--- config.mk ---
export PLATFORM = sky130hd
export DESIGN_NAME = core_instruction_decode_timing
export DESIGN_NICKNAME = d
export VERILOG_FILES = /design/src/core/decode_pkg.sv /design/src/core/core_instruction_decode_timing.sv
export VERILOG_INCLUDE_DIRS = /design/src /design/src/core
export SDC_FILE = /design/constraint.sdc
export NUM_CORES = 1
export LEC_CHECK = 0
export ABC_AREA = 0
export BUFFER_PORTS_ARGS = -buffer_cell sky130_fd_sc_hd__buf_2
export CELL_PAD_IN_SITES_DETAIL_PLACEMENT = 0
export CELL_PAD_IN_SITES_GLOBAL_PLACEMENT = 1
export CORE_ASPECT_RATIO = 1.2
export CORE_UTILIZATION = 36
export DETAILED_ROUTE_END_ITERATION = 8
export HOLD_SLACK_MARGIN = 0.1
export PLACE_DENSITY_LB_ADDON = 0.3
export SETUP_SLACK_MARGIN = 0.4
export SLEW_MARGIN = 0
export SYNTH_ARGS = -nofsm -noshare
export SYNTH_HDL_FRONTEND = slang
export SYNTH_SLANG_ARGS = --single-unit
export TNS_END_PERCENT = 5
--- constraint.sdc ---
create_clock -name clk -period 2 [get_ports clk]
set_input_delay 0.3 -clock clk [delete_from_list [all_inputs] [get_ports clk]]
set_output_delay 0.3 -clock clk [all_outputs]
set_load 0.01 [all_outputs]
--- src/core/decode_params.svh ---
// Constants for the instruction decode and timing block
`ifndef DECODE_PARAMS_SVH
`define DECODE_PARAMS_SVH
// ==========================================================================
// Timing
`define DEC_PERIODS_PER_CYCLE 4
`define DEC_Q_LAST 2'h3
`define DEC_Q_READ 2'h1
`define DEC_Q_MODIFY 2'h2
// ==========================================================================
// Field positions
`define DEC_CLASS_HI 13
`define DEC_CLASS_LO 12
`define DEC_DEST_BIT 7
`define DEC_NOP_WORD 14'h0000
// ==========================================================================
// Special file addresses
`define DEC_TMR0_ADDR 7'h01
`define DEC_PORTA_ADDR 7'h05
`define DEC_PORT_FIRST 7'h05
`define DEC_PORT_LAST 7'h09
`endif

--- src/core/decode_pkg.sv ---
// Types shared by the instruction decode and timing block
package decode_pkg;
  // ========================================================================
  // Instruction classes and operations
  typedef enum logic [1:0] {CLS_BYTE, CLS_BIT, CLS_LITCTL} class_t;
  typedef enum logic [5:0] {
    OP_NOP, OP_MOVWF, OP_WIPE, OP_CLRW, OP_SUBWF, OP_DECF, OP_IORWF, OP_ANDWF,
    OP_XORWF, OP_ADDWF, OP_MOVF, OP_COMF, OP_INCF, OP_DECFSZ, OP_RRF, OP_RLF,
    OP_SWAPF, OP_INCFSZ, OP_BCF, OP_BSF, OP_BTFSC, OP_BTFSS, OP_CALL, OP_GOTO,
    OP_MOVLW, OP_RETLW, OP_IORLW, OP_ANDLW, OP_XORLW, OP_SUBLW, OP_ADDLW,
    OP_RETURN, OP_RETFIE, OP_SLEEP, OP_CLRWDT
  } op_t;
  // ========================================================================
  // Decoded instruction
  typedef struct packed {
    class_t cls;
    op_t op;
    logic [6:0] file_addr;
    logic dest_file;
    logic [2:0] bit_pos;
    logic [7:0] lit8;
    logic [10:0] lit11;
  } decoded_t;
endpackage : decode_pkg

--- src/core/core_instruction_decode_timing.sv ---
// Instruction decoder and four-phase instruction cycle sequencer
`timescale 1ns/100ps
`include "decode_params.svh"

// Overview of operation
// RQ1 - Each instruction is one 14-bit word: opcode plus operand fields.
// RQ2 - Byte ops: d=0 result to accumulator, d=1 back to file register.
// RQ3 - File selector addresses register file 0x00 to 0x7F.
// RQ4 - Bit ops: bit field picks one bit of the selected 8-bit register.
// RQ5 - Literal/control ops extract an 8-bit or 11-bit constant.
// RQ6 - One instruction cycle lasts exactly four oscillator periods.
// RQ7 - One cycle normally; taken test or PC change adds a no-operation cycle.
// RQ8 - File operands are read, modified, stored; read happens even on pure writes.
// RQ9 - Don't-care bits are ignored by the decoder.
// RQ10 - Read before port clear has normal port read side effects.
// RQ11 - Port read-modify-write uses pin levels, not output latches.
// RQ12 - Writing timer-zero count clears its prescaler when assigned to it.
// RQ13 - Add-literal adds the 8-bit literal to the accumulator.
// RQ14 - Two-cycle ops discard the prefetch and refetch during the no-op cycle.
// RQ15 - Class comes from leading opcode bits before operand extraction.
module core_instruction_decode_timing (
  input wire logic clk,
  input wire logic rst_n,
  input wire logic [13:0] prog_word,
  input wire logic test_true,
  input wire logic prescaler_to_timer,
  input wire logic [7:0] acc_in,
  output logic [1:0] phase,
  output logic cycle_end,
  output decode_pkg::decoded_t dec,
  output logic exec_nop,
  output logic fetch_strobe,
  output logic fetch_redirect,
  output logic file_read,
  output logic read_from_pins,
  output logic porta_change_clear,
  output logic file_write,
  output logic acc_write,
  output logic tmr0_prescaler_clear,
  output logic [7:0] acc_sum
);
  // ========================================================================
  // Phase counter
  logic [1:0] next_phase;
  always_comb begin
    // RQ6 four periods
    next_phase = (phase == `DEC_Q_LAST) ? 2'h0 : 2'(phase + 2'h1);
    if (!rst_n) begin
      next_phase = 2'h0;
    end
  end
  always_ff @(posedge clk) begin
    phase <= next_phase;
  end
  assign cycle_end = (phase == `DEC_Q_LAST);

  // ========================================================================
  // Word decode
  decode_pkg::decoded_t word_dec;
  always_comb begin
    word_dec = '0;
    // RQ1 fixed fields
    word_dec.file_addr = prog_word[6:0];
    word_dec.dest_file = prog_word[`DEC_DEST_BIT];
    word_dec.bit_pos = prog_word[9:7];
    // RQ5 literal fields
    word_dec.lit8 = prog_word[7:0];
    word_dec.lit11 = prog_word[10:0];
    word_dec.op = decode_pkg::OP_NOP;
    // RQ15 class first
    unique case (prog_word[`DEC_CLASS_HI:`DEC_CLASS_LO])
      2'b00: word_dec.cls = decode_pkg::CLS_BYTE;
      2'b01: word_dec.cls = decode_pkg::CLS_BIT;
      default: word_dec.cls = decode_pkg::CLS_LITCTL;
    endcase
    // RQ9 wildcards for don't-care bits
    casez (prog_word)
      14'b00_0000_1???_????: word_dec.op = decode_pkg::OP_MOVWF;
      14'b00_0000_0000_1000: word_dec.op = decode_pkg::OP_RETURN;
      14'b00_0000_0000_1001: word_dec.op = decode_pkg::OP_RETFIE;
      14'b00_0000_0110_0011: word_dec.op = decode_pkg::OP_SLEEP;
      14'b00_0000_0110_0100: word_dec.op = decode_pkg::OP_CLRWDT;
      14'b00_0001_1???_????: word_dec.op = decode_pkg::OP_WIPE;
      14'b00_0001_0???_????: word_dec.op = decode_pkg::OP_CLRW;
      14'b00_0010_????_????: word_dec.op = decode_pkg::OP_SUBWF;
      14'b00_0011_????_????: word_dec.op = decode_pkg::OP_DECF;
      14'b00_0100_????_????: word_dec.op = decode_pkg::OP_IORWF;
      14'b00_0101_????_????: word_dec.op = decode_pkg::OP_ANDWF;
      14'b00_0110_????_????: word_dec.op = decode_pkg::OP_XORWF;
      14'b00_0111_????_????: word_dec.op = decode_pkg::OP_ADDWF;
      14'b00_1000_????_????: word_dec.op = decode_pkg::OP_MOVF;
      14'b00_1001_????_????: word_dec.op = decode_pkg::OP_COMF;
      14'b00_1010_????_????: word_dec.op = decode_pkg::OP_INCF;
      14'b00_1011_????_????: word_dec.op = decode_pkg::OP_DECFSZ;
      14'b00_1100_????_????: word_dec.op = decode_pkg::OP_RRF;
      14'b00_1101_????_????: word_dec.op = decode_pkg::OP_RLF;
      14'b00_1110_????_????: word_dec.op = decode_pkg::OP_SWAPF;
      14'b00_1111_????_????: word_dec.op = decode_pkg::OP_INCFSZ;
      14'b01_00??_????_????: word_dec.op = decode_pkg::OP_BCF;
      14'b01_01??_????_????: word_dec.op = decode_pkg::OP_BSF;
      14'b01_10??_????_????: word_dec.op = decode_pkg::OP_BTFSC;
      14'b01_11??_????_????: word_dec.op = decode_pkg::OP_BTFSS;
      14'b10_0???_????_????: word_dec.op = decode_pkg::OP_CALL;
      14'b10_1???_????_????: word_dec.op = decode_pkg::OP_GOTO;
      14'b11_00??_????_????: word_dec.op = decode_pkg::OP_MOVLW;
      14'b11_01??_????_????: word_dec.op = decode_pkg::OP_RETLW;
      14'b11_1000_????_????: word_dec.op = decode_pkg::OP_IORLW;
      14'b11_1001_????_????: word_dec.op = decode_pkg::OP_ANDLW;
      14'b11_1010_????_????: word_dec.op = decode_pkg::OP_XORLW;
      14'b11_110?_????_????: word_dec.op = decode_pkg::OP_SUBLW;
      14'b11_111?_????_????: word_dec.op = decode_pkg::OP_ADDLW;
      // Unlisted codes, plain no-operation included, execute as no-op
      default: word_dec.op = decode_pkg::OP_NOP;
    endcase
  end

  // ========================================================================
  // Executing instruction properties
  logic is_skip;
  logic pc_change;
  logic two_cycle;
  logic file_op;
  logic byte_alu;
  always_comb begin
    is_skip = (dec.op == decode_pkg::OP_DECFSZ) || (dec.op == decode_pkg::OP_INCFSZ) ||
      (dec.op == decode_pkg::OP_BTFSC) || (dec.op == decode_pkg::OP_BTFSS);
    pc_change = (dec.op == decode_pkg::OP_CALL) || (dec.op == decode_pkg::OP_GOTO) ||
      (dec.op == decode_pkg::OP_RETURN) || (dec.op == decode_pkg::OP_RETFIE) ||
      (dec.op == decode_pkg::OP_RETLW);
    // RQ7 taken test or jump
    two_cycle = !exec_nop && (pc_change || (is_skip && test_true));
    file_op = !exec_nop && (dec.cls != decode_pkg::CLS_LITCTL) &&
      (dec.op != decode_pkg::OP_NOP) && (dec.op != decode_pkg::OP_CLRW) &&
      (dec.op != decode_pkg::OP_RETURN) && (dec.op != decode_pkg::OP_RETFIE) &&
      (dec.op != decode_pkg::OP_SLEEP) && (dec.op != decode_pkg::OP_CLRWDT);
    byte_alu = file_op && (dec.cls == decode_pkg::CLS_BYTE) &&
      (dec.op != decode_pkg::OP_MOVWF) && (dec.op != decode_pkg::OP_WIPE);
  end

  // ========================================================================
  // Instruction register and fetch control
  decode_pkg::decoded_t next_dec;
  logic next_exec_nop;
  always_comb begin
    next_dec = dec;
    next_exec_nop = exec_nop;
    if (cycle_end) begin
      next_dec = word_dec;
      // RQ14 prefetch dropped
      next_exec_nop = two_cycle;
    end
    if (!rst_n) begin
      next_dec = '0;
      next_exec_nop = 1'b1;
    end
  end
  always_ff @(posedge clk) begin
    dec <= next_dec;
    exec_nop <= next_exec_nop;
  end
  assign fetch_strobe = cycle_end;
  // RQ14 refetch from target
  assign fetch_redirect = cycle_end && two_cycle;

  // ========================================================================
  // Read-modify-write strobes
  logic is_port;
  // RQ3 seven-bit selector
  assign is_port = (dec.file_addr >= `DEC_PORT_FIRST) && (dec.file_addr <= `DEC_PORT_LAST);
  // RQ8 read always precedes store
  assign file_read = file_op && (phase == `DEC_Q_READ);
  // RQ11 pins feed port modify
  assign read_from_pins = file_read && is_port;
  // RQ10 clear also reads port
  assign porta_change_clear = file_read && (dec.file_addr == `DEC_PORTA_ADDR);
  // RQ2 destination select
  // RQ4 bit set/clear ops write back; bit test ops do not
  assign file_write = cycle_end && file_op && (dec.op != decode_pkg::OP_BTFSC) &&
    (dec.op != decode_pkg::OP_BTFSS) && (!byte_alu || dec.dest_file);
  assign acc_write = cycle_end && !exec_nop && ((byte_alu && !dec.dest_file) ||
    (dec.op == decode_pkg::OP_CLRW) || (dec.op == decode_pkg::OP_RETLW) ||
    ((dec.cls == decode_pkg::CLS_LITCTL) && (dec.op >= decode_pkg::OP_MOVLW) &&
    (dec.op <= decode_pkg::OP_ADDLW)));
  // RQ12 timer write clears prescaler
  assign tmr0_prescaler_clear = file_write && (dec.file_addr == `DEC_TMR0_ADDR) && prescaler_to_timer;

  // ========================================================================
  // Add-literal sum
  logic [7:0] next_acc_sum;
  always_comb begin
    next_acc_sum = acc_sum;
    // RQ13 literal plus accumulator
    // Discarded prefetch must not touch the sum
    if ((phase == `DEC_Q_MODIFY) && !exec_nop && (dec.op == decode_pkg::OP_ADDLW)) begin
      next_acc_sum = 8'(acc_in + dec.lit8);
    end
    if (!rst_n) begin
      next_acc_sum = 8'h00;
    end
  end
  always_ff @(posedge clk) begin
    acc_sum <= next_acc_sum;
  end

  // ========================================================================
  // Checks
  property p_cycle_four;
    @(posedge clk) disable iff (!rst_n) cycle_end |=> !cycle_end [*3] ##1 cycle_end;
  endproperty
  a_cycle_four: assert property (p_cycle_four) else $error("cycle not four periods"); // RQ6

  property p_read_first;
    @(posedge clk) disable iff (!rst_n) file_write |-> $past(file_read, 2);
  endproperty
  a_read_first: assert property (p_read_first) else $error("store without prior read"); // RQ8

  property p_nop_after_jump;
    @(posedge clk) disable iff (!rst_n) fetch_redirect |=> exec_nop [*4];
  endproperty
  a_nop_after_jump: assert property (p_nop_after_jump) else $error("second cycle not no-op"); // RQ7

  property p_dest_acc;
    @(posedge clk) disable iff (!rst_n)
      (cycle_end && byte_alu) |-> (file_write == dec.dest_file) && (acc_write == !dec.dest_file);
  endproperty
  a_dest_acc: assert property (p_dest_acc) else $error("wrong destination"); // RQ2

  property p_lit11;
    @(posedge clk) disable iff (!rst_n)
      (cycle_end && (prog_word[13:12] == 2'b10)) |=> dec.lit11 == $past(prog_word[10:0]);
  endproperty
  a_lit11: assert property (p_lit11) else $error("long literal mismatch"); // RQ5

  property p_bit_pos;
    @(posedge clk) disable iff (!rst_n)
      (cycle_end && (prog_word[13:12] == 2'b01)) |=> (dec.cls == decode_pkg::CLS_BIT) &&
      (dec.bit_pos == $past(prog_word[9:7])) && (dec.file_addr == $past(prog_word[6:0]));
  endproperty
  a_bit_pos: assert property (p_bit_pos) else $error("bit operand mismatch"); // RQ4

  property p_porta_clear;
    @(posedge clk) disable iff (!rst_n)
      (file_read && (dec.file_addr == `DEC_PORTA_ADDR)) |-> porta_change_clear && read_from_pins;
  endproperty
  a_porta_clear: assert property (p_porta_clear) else $error("port read effect missing"); // RQ10

  property p_tmr0;
    @(posedge clk) disable iff (!rst_n)
      tmr0_prescaler_clear |-> file_write && prescaler_to_timer && $past(file_read, 2);
  endproperty
  a_tmr0: assert property (p_tmr0) else $error("bad prescaler clear"); // RQ12

  property p_addlw;
    @(posedge clk) disable iff (!rst_n)
      (acc_write && (dec.op == decode_pkg::OP_ADDLW)) |-> acc_sum == 8'($past(acc_in) + dec.lit8);
  endproperty
  a_addlw: assert property (p_addlw) else $error("add literal sum wrong"); // RQ13
endmodule : core_instruction_decode_timing

* Word-level counts from Yosys, hierarchy flattened
Cells that the tools add are included.
** Storage, ports and cells
- Memories :: 0
- Word-level logic and storage cells :: 130
- Memory bits (read-only) :: 0
- Bits in latches :: 0
- Output and inout port bits :: 58
- RAM bits :: 0
- Bits in registers :: 49
** Cells by class
- Mux-type cells :: 2
- Shift-type cells :: 0
- Magnitude comparators :: 4
- Equality and inequality tests :: 62
- Div/mod/pow operators :: 0
- Bitwise gates (word level) :: 1
- Multipliers :: 0
- Reductions and logical operators :: 49
- Add/sub/neg operators :: 2
** Operators with widths (count)
- 6-bit case mux with 34 select lines :: 1
- 6-bit by 4-bit == test with 1-bit output, second input constant :: 9
- 6-bit by 5-bit == test with 1-bit output, second input constant :: 8
- 1-bit logical AND :: 30
- 14-bit by 4-bit == test with 1-bit output, second input constant :: 2
- 14-bit by 7-bit == test with 1-bit output, second input constant :: 2
- 6-bit by 3-bit == test with 1-bit output, second input constant :: 4
- 6-bit == test, second input constant :: 4
- 6-bit by 2-bit == test with 1-bit output, second input constant :: 3
- 6-bit by 5-bit inequality test with 1-bit output, second input constant :: 3
- 6-bit inequality test, second input constant :: 3
- 4-bit by 3-bit == test with 1-bit output, second input constant :: 4
- 7-bit by 1-bit == test with 1-bit output, second input constant :: 2
- 7-bit by 2-bit == test with 1-bit output, second input constant :: 2
- 1-bit logical OR :: 12
- 6-bit by 2-bit inequality test with 1-bit output, second input constant :: 2
- 5-bit == test, second input constant :: 2
- 8-bit adder :: 1
- 4-bit == test, second input constant :: 2
- 7-bit by 3-bit == test with 1-bit output, second input constant :: 1
- 7-bit by 3-bit greater-or-equal comparator with 1-bit output, second input constant :: 1
- 7-bit by 4-bit less-or-equal comparator with 1-bit output, second input constant :: 1
- 2-bit == test, second input constant :: 3
- 3-bit == test, second input constant :: 2
- 12 further kinds :: 16

* Logic depth before layout (Yosys ltp)
Gate-level depths: netlist of the first run.
- Word-level depth :: 16
- Gate-level depth with buffers :: 7

* Least setup slack after synthesis of the first run
Ideal clock, no wire load.
- Path kind :: register to output
- Start :: reg dec[31] (netlist name)
- End :: out tmr0_prescaler_clear
- Cell stages (with the launch flop) :: 6
- Data required time :: 1700 ps
- Path slack :: 130 ps
- Data arrival time :: 1570 ps
- Buffers on the path :: 1
- Cells stage by stage :: dfxtp_1 buf_6 inv_4 maj3_2 a2111oi_4 and4_1
** On the way
- Cells in the longest elaborated chain, start to end :: 15
- Elaborated cells on any way between the ends :: 27
- Classes of those cells :: eq/ne (9); reduce/logical (18)
** RTL lines
- start, declared :: RTL line core_instruction_decode_timing.sv:30 : output decode_pkg::decoded_t dec,
- start signal, assigned :: RTL line core_instruction_decode_timing.sv:158 : dec <= next_dec;
- 6-bit nonzero test :: RTL line core_instruction_decode_timing.sv:133 : (dec.op != decode_pkg::OP_NOP) && (dec.op != decode_pkg::OP_CLRW) &&
- 1-bit logical AND :: RTL line core_instruction_decode_timing.sv:132 : file_op = !exec_nop && (dec.cls != decode_pkg::CLS_LITCTL) &&
- 1-bit logical AND (2 in series) :: RTL line core_instruction_decode_timing.sv:133
- 1-bit logical AND (2 in series) :: RTL line core_instruction_decode_timing.sv:134 : (dec.op != decode_pkg::OP_RETURN) && (dec.op != decode_pkg::OP_RETFIE) &&
- 1-bit logical AND :: RTL line core_instruction_decode_timing.sv:135 : (dec.op != decode_pkg::OP_SLEEP) && (dec.op != decode_pkg::OP_CLRWDT);
- 1-bit logical AND (2 in series) :: RTL line core_instruction_decode_timing.sv:136 : byte_alu = file_op && (dec.cls == decode_pkg::CLS_BYTE) &&
- 1-bit logical AND :: RTL line core_instruction_decode_timing.sv:137 : (dec.op != decode_pkg::OP_MOVWF) && (dec.op != decode_pkg::OP_WIPE);
- 1-bit zero test :: RTL line core_instruction_decode_timing.sv:179 : (dec.op != decode_pkg::OP_BTFSS) && (!byte_alu || dec.dest_file);
- 1-bit logical OR :: RTL line core_instruction_decode_timing.sv:179
- 1-bit logical AND * :: RTL line core_instruction_decode_timing.sv:179
- 1-bit logical AND * (2 in series) :: RTL line core_instruction_decode_timing.sv:185 : assign tmr0_prescaler_clear = file_write && (dec.file_addr == `DEC_TMR0_ADDR) && prescaler_to_timer;
- end, declared :: RTL line core_instruction_decode_timing.sv:39 : output logic tmr0_prescaler_clear,
Every way passes the cells marked *; elsewhere a longest branch is shown, timed or not.

* Final worst setup path of the first run
- Start :: reg dec[31] (netlist name)
- End :: out porta_change_clear
** On the way
- Cells in the longest elaborated chain, start to end :: 9
- Elaborated cells on any way between the ends :: 14
- Classes of those cells :: eq/ne (5); reduce/logical (9)
** RTL lines
- 6-bit nonzero test :: RTL line core_instruction_decode_timing.sv:133
- 1-bit logical AND :: RTL line core_instruction_decode_timing.sv:132
- 1-bit logical AND (2 in series) :: RTL line core_instruction_decode_timing.sv:133
- 1-bit logical AND (2 in series) :: RTL line core_instruction_decode_timing.sv:134
- 1-bit logical AND * :: RTL line core_instruction_decode_timing.sv:135
- 1-bit logical AND * :: RTL line core_instruction_decode_timing.sv:171 : assign file_read = file_op && (phase == `DEC_Q_READ);
- 1-bit logical AND * :: RTL line core_instruction_decode_timing.sv:175 : assign porta_change_clear = file_read && (dec.file_addr == `DEC_PORTA_ADDR);
- end, declared :: RTL line core_instruction_decode_timing.sv:36 : output logic porta_change_clear,
Marked as above.

==> qor.yml, run 1 <==
slew_headroom_pct: 70.7
nets: 393
final_util_pct: 49.4
reg2reg_slack_ps: 340
finalCritPeriodShare_pct: 106
cp-start-kind: "register"
critical-path-top-delay-family: "compound AO/OA/AOI/OAI gates"
cellLeakagePower_nw: 1.33
gr-max-usage-layer: "met2"
setup_slack_ps: -128
die_x_um: 75.3
min_from: "prog_word[3]"
p_per_area_nw_per_um2: 605
clk_latency_ps: 290
antenna_left: 0
endpoint_kind: "output port"
totalWireLength_um: 6430
vias: 2328
gp_congestion: 0.863
antenna_found_initial: 0
firstDrtPassIters: 4
drc: 0
ys_warn_count: 0
synth_edf_count: 0
port_buffers: 83
status: "finished with violations"
crit_cells: 5
synth.area.top_cells: "dfxtp_1 26%, buf_4 6.5%, mux2i_1 6.0%"
fin_worst_skew_ps: 8.26
maxCapViolCount: 0
fmax_mhz: 470
routedWlPerCell_um: 14.6
track_usage_pct: 18.8
syn_area_um2: 2320
tightestPinTransition_ps: 436
fin_crit_ps: 2130
yosysMostFrequentCell: "dfxtp_1"
critPathMaxStageDelay_ps: 410
globalRouteMet1Util_pct: 25.1
vias_per_cell: 5.30
overflow: 0
tritoncts: "done"
syn2layout_area_growth_pct: 30.6
die_area_um2: 6770
core-area_um2: 6130
synth_top_cell_by_area: "dfxtp_1"
drive_gt1_share_pct: 41.2
peakVddDrop_mv: 0.268
critical_path_buf_inv_count: 2
reg2reg_to: "acc_sum[6]"
grt_pass1_vias: 2111
critPathKind: "reg -> out"
dp_hpwl_um: 4860
die_y_um: 89.9
worst_ep_required_time_ps: 1700
synthCells: 286
synth.distinct_cells: 57
cp_max_fo: 6
path_clk_slew_ps: 70
hold_viol: 0
crit_start: "dec[31]"
ys_ff_latch: 30
synthTopCellsByCount: "30 x dfxtp_1, 23 x nor2_1, 20 x buf_4"
hold_class: "in -> reg"
drv_slew: 0
cts_max_level: 2
synthArstFlopShare_pct: 0
rsz0062_at_grt: "true"
syn_avg_cell_area_um2: 8.11
met3_usage_pct: 3.14
grt_first_pass_wirelength_um: 9920
yosysSeqAreaShare_pct: 25.9
failed_checks: "setup timing"
r2r-start: "dec[23]"
start_util_pct: 37.9
met2_usage_pct: 30.7
drtIter0Drc: 64
clock-root-buffer: "clkbuf_8"
row_count: 31
cp_cell_sequence: "inv_4, maj3_2, a2111oi_4, and4_1, buf_2"
clockBufferDepth: 2
syn_nets: 323
grt_max_degree: 20
power_mw: 1.83
hold_buffers: 0
critPathArrivalTime_ps: 1830
cts.sinks: 30
ys.flop_type: "dfxtp_1"
crit_slowest_cell: "a2111oi_4"
synth_top_area_share_pct: 25.9
endpoint: "porta_change_clear"
pin_count: 84
worstRegToRegCells: 7
n_antenna_cell: 0
cts_buffers: 5
setup_viol: 7
## cell usage in the layout, fill, tap and decap left out, types with 9 or more instances in the layout
cell type / synthesis / layout
dfxtp_1: 30 / 21
inv_1: 14 / 13
nor2_1: 23 / 23
nand3_1: 10 / 10
mux2i_1: 14 / 14
a21oi_1: 16 / 15
o21ai_0: 14 / 12
buf_2: 5 / 83
buf_4: 20 / 16
nand2_1: 9 / 9
## timing repair
| item | in CTS | in global routing |
|---|---|---|
| setup buffers | 0 | 0 |
| endpoints found under the setup margin | 11 | 14 |
| pin swaps | 9 | 11 |
| resized for setup | 21 | 14 |
## cell type report
type	instances	area [µm²]
Fill cell	629	3100
Multi-Input combinational cell	203	1560
Sequential cell	30	619
Timing Repair Buffer	100	547
Tap cell	82	103
Clock buffer	6	82.6
Inverter	16	62.6
Clock inverter	2	60.1
## routing by layer
layer | wire (µm) | share of wire, % | vias to the layer above
met5 | 0 | 0 | -
met4 | 91 | 1.4 | 0
met3 | 257 | 4.0 | 9
met2 | 3010 | 47 | 65
met1 | 3070 | 48 | 1085
li1 | - | - | 1169
## where the power goes
group / total (mW) / switching (mW) / internal, mW
Combinational: 0.402 / 0.220 / 0.182
Sequential: 0.654 / 0.0324 / 0.621
Clock: 0.777 / 0.246 / 0.531
Total: 1.83 / 0.499 / 1.33
## flip-flops by register name, indices dropped and copies added (netlist names)
signal,flops
exec_nop,1
acc_sum,8
phase,2
dec,19
## worst register-to-register path: stages (launching register included)
cell	delay, ps
dfxtp_2	350
ha_4	160
inv_2	50
fa_2	370
nor2b_4	130
o2111ai_2	120
and4_1	200
o31ai_2	200
## worst min path at each step
stage,cells after the start,endpoint
floorplan,2,dec[23]
global placement,2,acc_sum[0]
detailed placement,2,acc_sum[2]
CTS,3,dec[26]
global route,3,dec[26]
finish,3,dec[26]
## cell families after synthesis
| kind of cell | share of synthesized area [%] |
|---|---|
| DFF | 25.9 |
| AOI/OAI and AO/OA | 20.7 |
| muxes | 6.53 |
| adders and majority gates | 6.74 |
| xor gates and xnor gates | 2.27 |
| buffers and inverters | 12.5 |
| and+or+nand+nor | 25.4 |
## metrics by stage
step           setup WS (ps)  hold WS (ps)  setup TNS (ps)  instances  instance area, µm²
3_5_place_dp            95.1           444               0        431                2750
2_1_floorplan            235           447               0        286                2330
5_1_grt                 -194           290           -1080        439                3030
3_3_place_gp             110           442               0        431                2750
6_report                -128           282            -556        439                3030
4_1_cts                 -124           283            -581        439                2970
(Power assumes the default switching activity.)
==> run 2: changes to the inputs <==
--- a/config.mk
+++ b/config.mk
@@ -14,7 +14,7 @@
 export CORE_UTILIZATION = 36
 export DETAILED_ROUTE_END_ITERATION = 8
 export HOLD_SLACK_MARGIN = 0.1
-export PLACE_DENSITY_LB_ADDON = 0.3
+export PLACE_DENSITY_LB_ADDON = 0.1
 export SETUP_SLACK_MARGIN = 0.4
 export SLEW_MARGIN = 0
 export SYNTH_ARGS = -nofsm -noshare
==> qor.yml, run 2 (same netlist as run 1, synthesis figures left out) <==
pwr-share-clk_pct: 32.7
largest_register_ffs: 19
syn2layout_area_growth_pct: 30.3
hold_viol: 0
cp_max_fo: 6
port_buffers: 83
fin_setup_tns_ps: -452
dp_hpwl_um: 4960
hold_class: "in -> reg"
tritoncts: "done"
totalWireLength_um: 6630
grt_first_pass_wirelength_um: 10500
cp-start-kind: "register"
vias_per_cell: 5.30
cts_buffers: 5
slew_headroom_pct: 73.6
cts_max_level: 2
track_usage_pct: 20.0
rsz0062_at_grt: "true"
clk_latency_ps: 280
critical_path_buf_inv_count: 2
drv_slew: 0
clock-root-buffer: "clkbuf_8"
cts.sinks: 30
cellLeakagePower_nw: 1.31
regMostFlops: "dec"
final_common_cell: "buf_2"
final_cell_mix: "83 x buf_2, 23 x nor2_1, 17 x dfxtp_1, 17 x buf_4, 15 x a21oi_1"
tightestPinTransition_ps: 393
firstDrtPassIters: 4
critPathKind: "reg -> out"
die_area_um2: 6770
crit_slowest_cell: "a2111oi_4"
cp_cell_sequence: "inv_4, maj3_2, a2111oi_4, and4_1, buf_2"
final_area_um2: 3020
grt_max_degree: 17
status: "finished with violations"
drtIter0Drc: 149
hold_buffers: 0
vias: 2333
clockBufferDepth: 2
overflow: 0
antenna_left: 0
critPathMaxStageDelay_ps: 410
p_seq_share_pct: 41.1
gp_congestion: 0.862
fmax_mhz: 474
antenna_found_initial: 0
p_per_area_nw_per_um2: 526
path_clk_slew_ps: 70
failed_checks: "setup timing"
setup_viol: 7
fillers: 629
grt_pass1_vias: 2115
fin_crit_ps: 2110
final_util_pct: 49.3
n_antenna_cell: 0
fin_worst_skew_ps: 8.09
critPathArrivalTime_ps: 1810
p_switching_mw: 0.504
critical-path-top-delay-family: "compound AO/OA/AOI/OAI gates"
pin_count: 84
die_y_um: 89.9
core-area_um2: 6130
whs_ps: 291
internal_power_mw: 1.09
setup_slack_ps: -111
dpl_cell_area_um2: 2750
drc: 0
row_count: 31
maxCapViolCount: 0
drive_gt1_share_pct: 44.1
reg.largest.list: "dec (19), acc_sum (8), phase (2)"
worst_ep_required_time_ps: 1700
switching_share_pct: 31.7
peakVddDrop_mv: 0.262
nets: 394
routedWlPerCell_um: 15.1
power_mw: 1.59
die_x_um: 75.3
endpoint_kind: "output port"
finalCritPeriodShare_pct: 106
start_util_pct: 37.9
combPwrFrac_pct: 26.2
run 2: timing repair:
action,CTS,global route
resized for setup,25,20
endpoints found under the setup margin,12,23
setup buffers,1,0
endpoints found under the hold margin,0,0
pin swaps,14,17
run 2: final timing paths:
path / from / end / slack [ps] / cells after the start
setup / recovery: dec[31] / tmr0_prescaler_clear / -110 / 5
hold reg to reg: phase[0] / phase[0] / 450 / 1
setup reg to reg: dec[23] / acc_sum[6] / 330 / 7
hold / removal: prog_word[3] / dec[26] / 290 / 3
run 2: per-stage QoR:
stage	worst slack [ps]	std cells
6_report	-111	440
5_1_grt	-193	440
4_1_cts	-133	440
3_5_place_dp	65.1	431
3_3_place_gp	69.5	431
2_1_floorplan	235	286
run 2: power by group through the flow:
| stage | Sequential [mW] | Combinational [mW] | Clock (mW) |
|---|---|---|---|
| after global routing | 0.658 | 0.459 | 0.564 |
| after global placement | 0.665 | 0.381 | 0 |
| after detailed placement | 0.665 | 0.380 | 0 |
| final | 0.654 | 0.416 | 0.520 |
| after CTS | 0.652 | 0.402 | 0.539 |
| after floorplan | 0.670 | 0.249 | 0 |
run 2: routing by layer:
| layer | GRT usage [%] | share of wire (%) |
|---|---|---|
| met1 | 26.8 | 45 |
| met2 | 32.4 | 49 |
| met3 | 3.25 | 3.8 |
| met4 | 6.02 | 1.6 |
| met5 | 0 | 0 |
run 2: final cells by class:
cell class              count  area, µm²  share of cell area, %
flip-flops and latches     30        622                   20.6
well taps                  82        103                   3.40
clock inverters             2       12.5                  0.414
clock buffers               6       82.6                   2.73
inverters                  16       62.6                   2.07
repair buffers            101        554                   18.3
multi-input cells         203       1590                   52.5
run 2: worst min-delay path: stages:
cell	delay, ps
buf_2	110
mux2i_1	70
nor2_1	70
==> run 3: changes to the inputs <==
--- a/config.mk
+++ b/config.mk
@@ -15,7 +15,6 @@
 export DETAILED_ROUTE_END_ITERATION = 8
 export HOLD_SLACK_MARGIN = 0.1
 export PLACE_DENSITY_LB_ADDON = 0.1
-export SETUP_SLACK_MARGIN = 0.4
 export SLEW_MARGIN = 0
 export SYNTH_ARGS = -nofsm -noshare
 export SYNTH_HDL_FRONTEND = slang
==> constraint.sdc (replaced) <==
create_clock -name clk -period 2 [get_ports clk]
set_input_delay 0.6 -clock clk [delete_from_list [all_inputs] [get_ports clk]]
set_output_delay 0.6 -clock clk [all_outputs]
set_load 0.01 [all_outputs]
==> qor.yml, run 3 (same netlist as run 1, synthesis figures left out) <==
endpoint_kind: "output port"
antenna_found_initial: 0
nets: 424
final_common_cell: "buf_2"
cp_cell_sequence: "inv_4, maj3_2, a2111oi_4, and4_1, buf_2"
port_buffers: 83
grt_pass1_vias: 2208
final_util_pct: 50.8
tightestPinTransition_ps: 380
critPathMaxStageDelay_ps: 410
dpl_cell_area_um2: 2960
drive_gt1_share_pct: 41.8
final_cell_mix: "82 x buf_2, 48 x buf_4, 25 x dfxtp_1"
setup_slack_ps: -391
hold_viol: 0
clock-root-buffer: "clkbuf_8"
finalCritPeriodShare_pct: 120
final_cells: 470
pin_count: 84
fin_crit_ps: 2390
routedWlPerCell_um: 14.3
die_y_um: 89.9
whs_ps: 450
rsz0062_at_grt: "true"
path_clk_slew_ps: 70
clk_latency_ps: 280
syn2layout_area_growth_pct: 34.3
overflow: 0
hold_class: "reg -> reg"
firstDrtPassIters: 4
reg.largest.list: "dec (19), acc_sum (8), phase (2)"
cts_max_level: 2
critPathArrivalTime_ps: 1790
clockBufferDepth: 2
whs_endpoint: "acc_sum[2]"
gp_congestion: 0.827
row_count: 31
critical-path-top-delay-family: "compound AO/OA/AOI/OAI gates"
start_util_pct: 37.9
worstRegToRegCells: 5
cp_max_fo: 6
pwr-share-clk_pct: 32.1
antenna_left: 0
grt_max_degree: 17
fmax_mhz: 418
dp_cells: 460
setup_viol: 7
failed_checks: "setup timing"
cp-start-kind: "register"
peakVddDrop_mv: 0.335
maxCapViolCount: 0
crit_slowest_cell: "a2111oi_4"
status: "finished with violations"
grt_first_pass_wirelength_um: 10900
drtIter0Drc: 102
vias: 2452
switching_share_pct: 31.1
hold_buffers: 0
slew_headroom_pct: 74.3
final_area_um2: 3120
fin_worst_skew_ps: 7.54
min_from: "acc_sum[2]"
dp_hpwl_um: 5300
core-area_um2: 6130
p_seq_share_pct: 40.3
internal_power_mw: 1.11
track_usage_pct: 20.6
critical_path_buf_inv_count: 2
r2r-start: "dec[24]"
cts_buffers: 5
die_area_um2: 6770
totalWireLength_um: 6740
die_x_um: 75.3
combPwrFrac_pct: 27.6
tritoncts: "done"
power_mw: 1.61
reg2reg_slack_ps: 100
reg2reg_to: "acc_sum[7]"
worst_ep_required_time_ps: 1400
cts.sinks: 30
largest_register_ffs: 19
cellLeakagePower_nw: 1.45
p_per_area_nw_per_um2: 517
vias_per_cell: 5.22
p_switching_mw: 0.501
holdPathStages: 2
drv_slew: 0
n_antenna_cell: 0
drc: 0
regMostFlops: "dec"
critPathKind: "reg -> out"
run 3: worst max-delay path by stage:
stage	startpoint	slack [ps]	depth (start not counted)	endpoint
finish	dec[31]	-390	5	porta_change_clear
global route	dec[31]	-490	5	porta_change_clear
CTS	dec[34]	-410	5	acc_write
detailed placement	acc_in[0]	-150	8	acc_sum[6]
global placement	dec[32]	-130	5	acc_write
floorplan	dec[31]	-60	5	porta_change_clear
run 3: stage by stage:
step                setup WS [ps]  setup TNS [ps]
finish                       -391           -2580
global route                 -490           -3180
CTS                          -411           -2660
detailed placement           -151           -1090
global placement             -129            -905
floorplan                   -64.9            -201
run 3: final cells by class:
class | count | area (µm²)
fillers | 655 | 3010
multi-input cells | 203 | 1470
repair buffers | 131 | 782
flip-flops and latches | 30 | 607
well taps | 82 | 103
clock buffers | 6 | 82.6
inverters | 16 | 62.6
clock inverters | 2 | 12.5
run 3: metal layers:
metal	share of wire (%)	track usage, %
met1	44	26.7
met2	51	35.0
met3	3.9	3.59
met4	0.83	4.17
met5	0	0
run 3: timing repair:
item                                    CTS  global route
pin swaps                                 7             4
buffers inserted                          2             0
endpoints found under the setup margin    7             9
gates resized for setup                   9             3
run 3: worst reg2reg max path: stages (launching register included):
cell and delay [ps]:
dfxtp_1 500, ha_1 310, a211oi_1 320, o211ai_1 150
a2111oi_1 420, nor3b_1 80
run 3: power by group through the flow:
stage          Sequential (mW)  Clock, mW  Combinational, mW
2_1_floorplan            0.670          0              0.249
3_3_place_gp             0.661          0              0.423
3_5_place_dp             0.662          0              0.425
4_1_cts                  0.650      0.534              0.442
5_1_grt                  0.652      0.564              0.488
6_report                 0.649      0.518              0.444
